**src/rco_pkg.sv**
```systemverilog
// Purpose: Constants and types for the second recovered clock output select.
// Assumes: APB register access, 32-bit data, one clock domain.
// Notes: Field positions, reset values and the legal code limits live here.
// Summary of operation
// [RULE_01] The output is driven only while the enable bit 15 is one; it resets to zero.
// [RULE_02] Source field 14:11 picks PHY0 to PHY3 with codes 0 to 3; higher codes are reserved.
// [RULE_03] Frequency field 10:8 picks 25, 125 or 31.25 MHz with codes 0 to 2; the rest are reserved.
// [RULE_04] Squelch level 00 holds the output low on link down or unstable, on 1000 master or 10 Mb/s, or in EEE at 100 Mb/s or 1000 slave.
// [RULE_05] Level 01 is level 00 but also clocks in 1000 master and 10 Mb/s, and in EEE while LP_IDLE is received.
// [RULE_06] Level 10 forces the output low only while the selected link is down.
// [RULE_07] Level 11 never squelches, even with the link down.
// [RULE_08] A high external squelch pin holds the output low whatever the fields say.
// [RULE_09] Field 2:0 resets to 000 and picks the serial media clock (000) or copper receiver clock (001); others are reserved.
// [RULE_10] A reserved code in source, frequency or clock selection holds the output low.
// [RULE_11] Reserved bits 7:6 and 3 read as zero and ignore writes.
package rco_pkg;

   localparam logic [7:0] CTRL_OFF = 8'h18;
   localparam logic [7:0] STAT_OFF = 8'h1C;

   localparam int EN_BIT = 15;
   localparam int SRC_LSB = 11;
   localparam int FREQ_LSB = 8;
   localparam int SQ_LSB = 4;
   localparam int CSEL_LSB = 0;

   localparam logic [3:0] SRC_RST = 4'h0;
   localparam logic [2:0] FREQ_RST = 3'h0;
   localparam logic [1:0] SQ_RST = 2'h0;
   localparam logic [2:0] CSEL_RST = 3'h0;

   localparam logic [3:0] SRC_MAX = 4'h3;
   localparam logic [2:0] FREQ_MAX = 3'h2;
   localparam logic [2:0] CSEL_MAX = 3'h1;

   typedef enum logic [1:0] {
      RCO_SQ_AUTO = 2'b00,
      RCO_SQ_RELAX = 2'b01,
      RCO_SQ_LINK = 2'b10,
      RCO_SQ_OFF = 2'b11
   } rco_sq_e;

   typedef enum logic [1:0] {
      RCO_SPD_10 = 2'b00,
      RCO_SPD_100 = 2'b01,
      RCO_SPD_1000 = 2'b10
   } rco_spd_e;

   // Link state reported by one PHY core
   typedef struct packed {
      logic up;
      logic stable;
      rco_spd_e speed;
      logic master;
      logic eee;
      logic lp_idle;
   } rco_link_s;

   typedef struct packed {
      logic en;
      logic [3:0] src;
      logic [2:0] freq;
      rco_sq_e sq;
      logic [2:0] csel;
   } rco_ctrl_s;

   typedef struct packed {
      rco_ctrl_s ctrl;
      logic clk_out;
      logic [31:0] rdata;
   } rco_state_s;

endpackage

```
**src/rco_clk_sel.sv**
```systemverilog
// Purpose: Control register and gating of the second recovered clock output.
// Assumes: Tapped recovered clocks and link state arrive synchronous to i_clk_sys.
// Notes: Output is a registered copy of the selected tap, one cycle late.
`timescale 1ns/1ns
`default_nettype none

module rco_clk_sel #(
   parameter int NUM_PHY = 4,
   parameter int NUM_FREQ = 3
) (
   input wire logic i_clk_sys,
   input wire logic i_reset,
   input wire logic i_psel,
   input wire logic i_penable,
   input wire logic i_pwrite,
   input wire logic [7:0] i_paddr,
   input wire logic [31:0] i_pwdata,
   input wire logic [3:0] i_pstrb,
   output logic [31:0] o_prdata,
   output logic o_pready,
   output logic o_pslverr,
   input wire logic [NUM_PHY-1:0][1:0][NUM_FREQ-1:0] i_phy_clk,
   input wire rco_pkg::rco_link_s [NUM_PHY-1:0] i_phy_link,
   input wire logic i_clk_squelch,
   output logic o_recovered_clock_out_second
);

   rco_pkg::rco_state_s st_q;
   rco_pkg::rco_state_s st_d;

   logic setup;
   logic access;
   logic hit_ctrl;
   logic hit_stat;
   logic cfg_bad;
   logic link_sq;
   logic gate_open;
   logic tap;
   rco_pkg::rco_link_s lnk;
   logic [15:0] ctrl_rd;
   logic [15:0] ctrl_wr;
   logic [31:0] stat_rd;

   assign setup = i_psel & ~i_penable;
   assign access = i_psel & i_penable;
   assign hit_ctrl = (i_paddr == rco_pkg::CTRL_OFF);
   assign hit_stat = (i_paddr == rco_pkg::STAT_OFF);

   // Zero wait states; unmapped addresses answer with an error
   assign o_pready = 1'b1;
   assign o_pslverr = access & ~(hit_ctrl | hit_stat);
   assign o_prdata = st_q.rdata;
   assign o_recovered_clock_out_second = st_q.clk_out;

   // Reserved codes never reach a tap index
   assign cfg_bad = (st_q.ctrl.src > rco_pkg::SRC_MAX)
      | (st_q.ctrl.freq > rco_pkg::FREQ_MAX)
      | (st_q.ctrl.csel > rco_pkg::CSEL_MAX); // RULE_10

   always_comb begin
      lnk = '0;
      tap = 1'b0;
      if (!cfg_bad) begin
         lnk = i_phy_link[st_q.ctrl.src[1:0]]; // RULE_02
         tap = i_phy_clk[st_q.ctrl.src[1:0]][st_q.ctrl.csel[0]][st_q.ctrl.freq[1:0]]; // RULE_03 RULE_09
      end
   end

   // Link-driven squelch per level
   always_comb begin
      link_sq = 1'b1;
      unique case (st_q.ctrl.sq)
         rco_pkg::RCO_SQ_AUTO: begin
            link_sq = ~lnk.up | ~lnk.stable
               | (lnk.speed == rco_pkg::RCO_SPD_10)
               | ((lnk.speed == rco_pkg::RCO_SPD_1000) & lnk.master)
               | (lnk.eee & ((lnk.speed == rco_pkg::RCO_SPD_100)
                  | ((lnk.speed == rco_pkg::RCO_SPD_1000) & ~lnk.master))); // RULE_04
         end
         rco_pkg::RCO_SQ_RELAX: begin
            link_sq = ~lnk.up | ~lnk.stable
               | (lnk.eee & ~lnk.lp_idle
                  & ((lnk.speed == rco_pkg::RCO_SPD_100)
                  | ((lnk.speed == rco_pkg::RCO_SPD_1000) & ~lnk.master))); // RULE_05
         end
         rco_pkg::RCO_SQ_LINK: begin
            link_sq = ~lnk.up; // RULE_06
         end
         rco_pkg::RCO_SQ_OFF: begin
            link_sq = 1'b0; // RULE_07
         end
      endcase
   end

   // Pin squelch overrides every field
   assign gate_open = st_q.ctrl.en & ~cfg_bad & ~link_sq & ~i_clk_squelch; // RULE_01 RULE_08

   always_comb begin
      ctrl_rd = '0;
      ctrl_rd[rco_pkg::EN_BIT] = st_q.ctrl.en;
      ctrl_rd[rco_pkg::SRC_LSB +: 4] = st_q.ctrl.src;
      ctrl_rd[rco_pkg::FREQ_LSB +: 3] = st_q.ctrl.freq;
      ctrl_rd[rco_pkg::SQ_LSB +: 2] = st_q.ctrl.sq;
      ctrl_rd[rco_pkg::CSEL_LSB +: 3] = st_q.ctrl.csel; // RULE_11
   end

   // Byte lanes merged over the current value
   always_comb begin
      ctrl_wr = ctrl_rd;
      if (i_pstrb[0]) begin
         ctrl_wr[7:0] = i_pwdata[7:0];
      end
      if (i_pstrb[1]) begin
         ctrl_wr[15:8] = i_pwdata[15:8];
      end
   end

   assign stat_rd = {28'h0000000, i_clk_squelch, link_sq, cfg_bad, gate_open};

   always_comb begin
      st_d = st_q;
      st_d.clk_out = gate_open & tap;
      if (setup) begin
         // Read data is captured in setup so it comes from a flop
         st_d.rdata = '0;
         if (!i_pwrite && hit_ctrl) begin
            st_d.rdata = {16'h0000, ctrl_rd};
         end
         if (!i_pwrite && hit_stat) begin
            st_d.rdata = stat_rd;
         end
      end
      if (access && i_pwrite && hit_ctrl) begin
         st_d.ctrl.en = ctrl_wr[rco_pkg::EN_BIT];
         st_d.ctrl.src = ctrl_wr[rco_pkg::SRC_LSB +: 4];
         st_d.ctrl.freq = ctrl_wr[rco_pkg::FREQ_LSB +: 3];
         st_d.ctrl.sq = rco_pkg::rco_sq_e'(ctrl_wr[rco_pkg::SQ_LSB +: 2]);
         st_d.ctrl.csel = ctrl_wr[rco_pkg::CSEL_LSB +: 3]; // RULE_11
      end
   end

   always_ff @(posedge i_clk_sys) begin
      if (i_reset) begin
         st_q.ctrl.en <= 1'b0; // RULE_01
         st_q.ctrl.src <= rco_pkg::SRC_RST;
         st_q.ctrl.freq <= rco_pkg::FREQ_RST;
         st_q.ctrl.sq <= rco_pkg::RCO_SQ_AUTO;
         st_q.ctrl.csel <= rco_pkg::CSEL_RST; // RULE_09
         st_q.clk_out <= 1'b0;
         st_q.rdata <= '0;
      end else begin
         st_q <= st_d;
      end
   end

endmodule

`default_nettype wire

```
**config.mk**
```make
export PLATFORM = sky130hd
export DESIGN_NAME = rco_clk_sel
export DESIGN_NICKNAME = d
export VERILOG_FILES = /design/src/rco_pkg.sv /design/src/rco_clk_sel.sv
export SDC_FILE = /design/constraint.sdc
export NUM_CORES = 1
export LEC_CHECK = 0
export ABC_AREA = 1
export BUFFER_PORTS_ARGS = -buffer_cell sky130_fd_sc_hd__buf_2
export CORE_MARGIN = 1
export CORE_UTILIZATION = 45
export CTS_CLUSTER_DIAMETER = 80
export DETAILED_ROUTE_END_ITERATION = 12
export PLACE_DENSITY_LB_ADDON = 0.3
export SETUP_SLACK_MARGIN = 0.3
export SKIP_LAST_GASP = 1
export SYNTH_ARGS = -nofsm -noshare
export SYNTH_HDL_FRONTEND = slang
export SYNTH_SLANG_ARGS = --single-unit
```
**constraint.sdc**
```tcl
create_clock -name i_clk_sys -period 2.25 [get_ports i_clk_sys]
set_input_delay 0.45 -clock i_clk_sys [delete_from_list [all_inputs] [get_ports i_clk_sys]]
set_output_delay 0.45 -clock i_clk_sys [all_outputs]
set_load 0.01 [all_outputs]
```
## After elaboration in Yosys (flattened, before gate mapping)

Cells that the tools add are included.

- Eq/ne operators: 7
- Reductions and logical operators: 9
- Bitwise gates (word level): 30
- Order comparisons: 6
- Mux-type cells: 13

Operator list:

| kind | count |
|---|---|
| 32-bit 2-to-1 mux | 1 |
| 8-bit by 5-bit == test with 1-bit output, second input constant | 2 |
| 16-bit 2-to-1 mux | 1 |
| 7-bit binary-select mux with 2-bit select | 1 |
| 7-bit 2-to-1 mux | 2 |
| 1-bit AND | 12 |
| 6-bit binary-select mux with 2-bit select | 1 |
| 1-bit inverter | 9 |
| 1-bit bitwise OR | 9 |
| 2-bit == test, second input constant | 3 |
| 2-bit by 3-bit < comparator with 1-bit output, second input constant | 2 |
| 3-bit 2-to-1 mux | 2 |
| 6-bit 2-to-1 mux | 1 |
| 2-bit by 1-bit == test with 1-bit output, second input constant | 2 |
| 4-bit by 2-bit greater-than comparator with 1-bit output, second input constant | 1 |
| 1-bit logical AND | 4 |
| 2-bit logical NOT | 2 |
| 1-bit case mux with 4 select lines | 1 |
| 2-bit AND reduction | 2 |
| 3-bit by 1-bit greater-than comparator with 1-bit output, second input constant | 1 |
| 3-bit by 2-bit greater-than comparator with 1-bit output, second input constant | 1 |
| 1-bit binary-select mux with 2-bit select | 1 |
| 1-bit by 2-bit < comparator with 1-bit output, second input constant | 1 |
| 1-bit 2-to-1 mux | 2 |
| 1-bit logical NOT | 1 |

- Logic and storage cells: 72
- Flip-flop bits (word level): 46
- Output and inout port bits: 35

## Depth between registers and ports, before layout

- Word-level depth: 14
- Depth in mapped cells: 13

## Worst setup path after synthesis

OpenSTA, ideal clock, no wires.

- Path kind: in2reg
- Start: input i_paddr[1]
- End: register st_q (netlist bit ctrl_rd[10])
- Path slack: 0.753 ns
- Buffers on the path: 1
- Data arrival time: 1.379 ns
- Setup time: 0.118 ns
- Cell stages on the path: 7
- Cells stage by stage: or2_0 > inv_1 > nand3_1 > nand3b_4 > clkbuf_1 > nor3_1 > nor2_1

- Word-level cells in the longest chain between the ends: 3

RTL lines:

| what | line | source |
|---|---|---|
| from (decl) | rco_clk_sel.sv:16 | `input wire logic [7:0] i_paddr,` |
| 8-bit by 5-bit == test with 1-bit output | rco_clk_sel.sv:46 | `assign hit_ctrl = (i_paddr == rco_pkg::CTRL_OFF);` |
| 1-bit logical AND | rco_clk_sel.sv:133 | `if (access && i_pwrite && hit_ctrl) begin` |
| 2-bit AND reduction (no line) | - |  |
| to (signal assigned) | rco_clk_sel.sv:152 | `st_q <= st_d;` |
| to (decl) | rco_clk_sel.sv:28 | `rco_pkg::rco_state_s st_q;` |

Every way passes these cells.
A chain may end at the register's enable or synchronous reset.

## Final worst setup path

- Start: register st_q (netlist bit ctrl_rd[11])
- End: register st_q (netlist bit o_prdata[2])

- Word-level cells in the longest chain between the ends: 11

RTL lines:

| what | line | source |
|---|---|---|
| 4-bit by 2-bit greater-than comparator with 1-bit output | rco_clk_sel.sv:56 | `assign cfg_bad = (st_q.ctrl.src > rco_pkg::SRC_MAX)` |
| 1-bit bitwise OR | rco_clk_sel.sv:57 | `\| (st_q.ctrl.freq > rco_pkg::FREQ_MAX)` |
| 1-bit bitwise OR | rco_clk_sel.sv:58 | `\| (st_q.ctrl.csel > rco_pkg::CSEL_MAX);` |
| 7-bit 2-to-1 mux (*) | rco_clk_sel.sv:63 | `if (!cfg_bad) begin` |
| 2-bit == test, or another cell as far along | rco_clk_sel.sv:76, rco_clk_sel.sv:78, rco_clk_sel.sv:84 |  |
| 1-bit AND or 1-bit bitwise OR (tied branches) | - |  |
| 1-bit bitwise OR, on equally long branches | rco_clk_sel.sv:78, rco_clk_sel.sv:84, rco_clk_sel.sv:75 |  |
| 1-bit AND, or another cell as far along | rco_clk_sel.sv:83 | `& ((lnk.speed == rco_pkg::RCO_SPD_100)` |
| 1-bit bitwise OR, on equally long branches | rco_clk_sel.sv:82, rco_clk_sel.sv:77 |  |
| 1-bit case mux with 4 select lines (*) | rco_clk_sel.sv:72 | `unique case (st_q.ctrl.sq)` |
| 32-bit 2-to-1 mux (*) | rco_clk_sel.sv:129 | `if (!i_pwrite && hit_stat) begin` |

Mark *: on every way between the ends. The rest lies on a longest branch, timed or not. The select of a mux whose other input is x is not followed.

==> results.tsv <==
metric	value	unit
outcome	complete, no violations	
crit_arrival	1.95	ns
setup_tns	0	ns
synthTopCellsByArea	dfxtp_1 (29%), nand2_1 (12%), nor2_1 (9.7%)	
maxSlewViolCount	0	
antenna_found_initial	0	
start_util	47.83	%
post_drt_wl_per_cell	11.02	µm
drtPass1Iterations	4	
grt_overflow	0	
vias	2199	
grt_usage	21.88	%
crit_fanout	26	
yosysUniqueCellTypes	29	
peakVddDrop	0.2677	mV
place.gp.congestion	0.8328	
setup_violations	0	
clock_path_buffers	2	
max-cap-violations	0	
netlist_instances	309	
clkLatencyLatePin	0.28	ns
hold_start	i_pwdata[0]	
wirelength	4.950	mm
path_class	reg -> reg	
start_kind	flop	
synth_flop_cell	dfxtp_1	
yosysMostFrequentCell	nand2_1	
yosysWarningCount	0	
final_nets	502	
ant_nets	0	
timing.final.crit_share	77.06	%
numCtsBuffers	3	
viasPerCell	4.898	
syn_area_per_cell	6.280	µm²
cts_tree	yes	
synthArstFlopShare	0	%
grt_max_degree	27	
core_area	0.004058	mm²
tightest_slew	0.4877	ns
cts_setup_buffers	0	
finalHoldViolations	0	
r2r-start	ctrl_rd[11]	
synth-seq-cells	28	
final_core_util	59.54	%
p_leak	0.001286	µW
antenna_cells	0	
drc	0	
ctsHoldBuffers	0	
relSlewSlack	67.03	%
drive_gt1_share	29.07	%
cts.reportedPaths.clkPinSlew	0.10	ns
rsz0062_at_grt	false	
critPathCaptureType	flop	
hold_path_class	in -> reg	
dp_hpwl	3.789	mm
max_clock_freq	576.8	MHz
crit_required	2.47	ns
yosysSeqAreaShare	28.88	%
crit_path_start	ctrl_rd[11]	
synth-edff-count	0	
cts_root_buf	clkbuf_8	
boundaryPins	137	
power_density	442.0	mW/mm²
die_area	0.004579	mm²
area_delta_synth_final	24.50	%
port_buffers	96	
yosys.area.top_type	dfxtp_1	
cts_resized	0	
min_period	1.734	ns
die_w	67.67	µm
synth.top_cells.by_count	nand2_1 (62), nor2_1 (50), o21ai_0 (31)	
worstRegToRegCells	12	
whs_path_depth	3	
grt_pass1_vias	1877	
skew	0.002141	ns
synth_area	0.001941	mm²
cts_sinks	28	
synthDominantCellAreaShare	28.88	%
grt_pass1_wl	7.693	mm
rows	23	
die_h	67.67	µm
drtIter0Drc	101	
h-tree-depth	1	
worst max-delay path, stage by stage (launching register included):
cell and delay [ns]:
dfxtp_1 0.32, buf_4 0.17, inv_2 0.29, nand2_1 0.09, nand3_1 0.08, nand2_1 0.08, nor2_1 0.13, nand2_1 0.07
nand2_1 0.05, nand2_1 0.07, nand2_2 0.07, nand4_1 0.09, a21oi_1 0.15
worst paths after layout:
| path | end | slack (ns) |
|---|---|---|
| hold / removal | ctrl_rd[0] | 0.39 |
| setup / recovery | o_prdata[2] | 0.52 |
| setup reg to reg | o_prdata[2] | 0.52 |
| hold reg to reg | o_prdata[8] | 0.47 |
metal layers:
layer	GRT usage [%]	vias up	wire length (µm)
met5	0	-	0
met4	6.915	0	56
met3	3.547	5	438
met2	38.61	85	2290
met1	26.69	964	2165
li1	-	1145	-
state kept, by name, indices dropped and copies added, names as in the netlist:
signal                        flops
ctrl_rd                          13
o_prdata                         14
o_recovered_clock_out_second      1
layout make-up:
| cell class | instances | area (µm²) |
|---|---|---|
| Fill cell | 424 | 1642 |
| Inverter | 26 | 97.59 |
| Timing Repair Buffer | 102 | 525.5 |
| Multi-Input combinational cell | 239 | 1099 |
| Clock buffer | 3 | 41.29 |
| Clock inverter | 1 | 30.03 |
| Tap cell | 50 | 62.56 |
| Sequential cell | 28 | 560.5 |
through the flow:
step / cell area [µm²] / hold slack [ns] / std cells / setup slack, ns / power (µW)
after detailed placement: 2345 / 0.4524 / 445 / 0.4553 / 672.9
after global routing: 2416 / 0.3986 / 449 / 0.3371 / 1108
final: 2416 / 0.3938 / 449 / 0.5162 / 1068
after floorplan: 2004 / 0.4624 / 326 / 0.7533 / 612.4
after CTS: 2416 / 0.3921 / 449 / 0.5287 / 1071
after global placement: 2345 / 0.4519 / 445 / 0.4717 / 670.8
placed cells by master, fill, tap and decap left out, drive strengths merged, types with 2 or more instances in the layout:
| cell | count |
|---|---|
| dfxtp | 28 |
| conb | 19 |
| o21ai | 33 |
| buf | 102 |
| o211ai | 5 |
| a21oi | 16 |
| inv | 25 |
| nand4 | 2 |
| clkbuf | 3 |
| nand3 | 29 |
| nor2 | 52 |
| nand2 | 63 |
| o22ai | 2 |
| nor3 | 13 |
cell families (layout without fill, tap and decap cells):
| family | Yosys count | count (layout) | share of synthesized area, % |
|---|---|---|---|
| buffers and inverters | 59 | 132 | 17.79 |
| AO/OA/AOI/OAI | 58 | 58 | 16.25 |
| other | 2 | 19 | 0.3870 |
| flip-flops | 28 | 28 | 28.88 |
| AND/OR/NAND/NOR | 162 | 162 | 36.69 |
power by group:
part           internal, µW  total [µW]  switching (µW)  leakage [µW]
sequential              499         501            2.14      0.000226
combinational          75.5         162            86.3       0.00102
clock                   239         405             166     0.0000357
(Power assumes the default switching activity.)
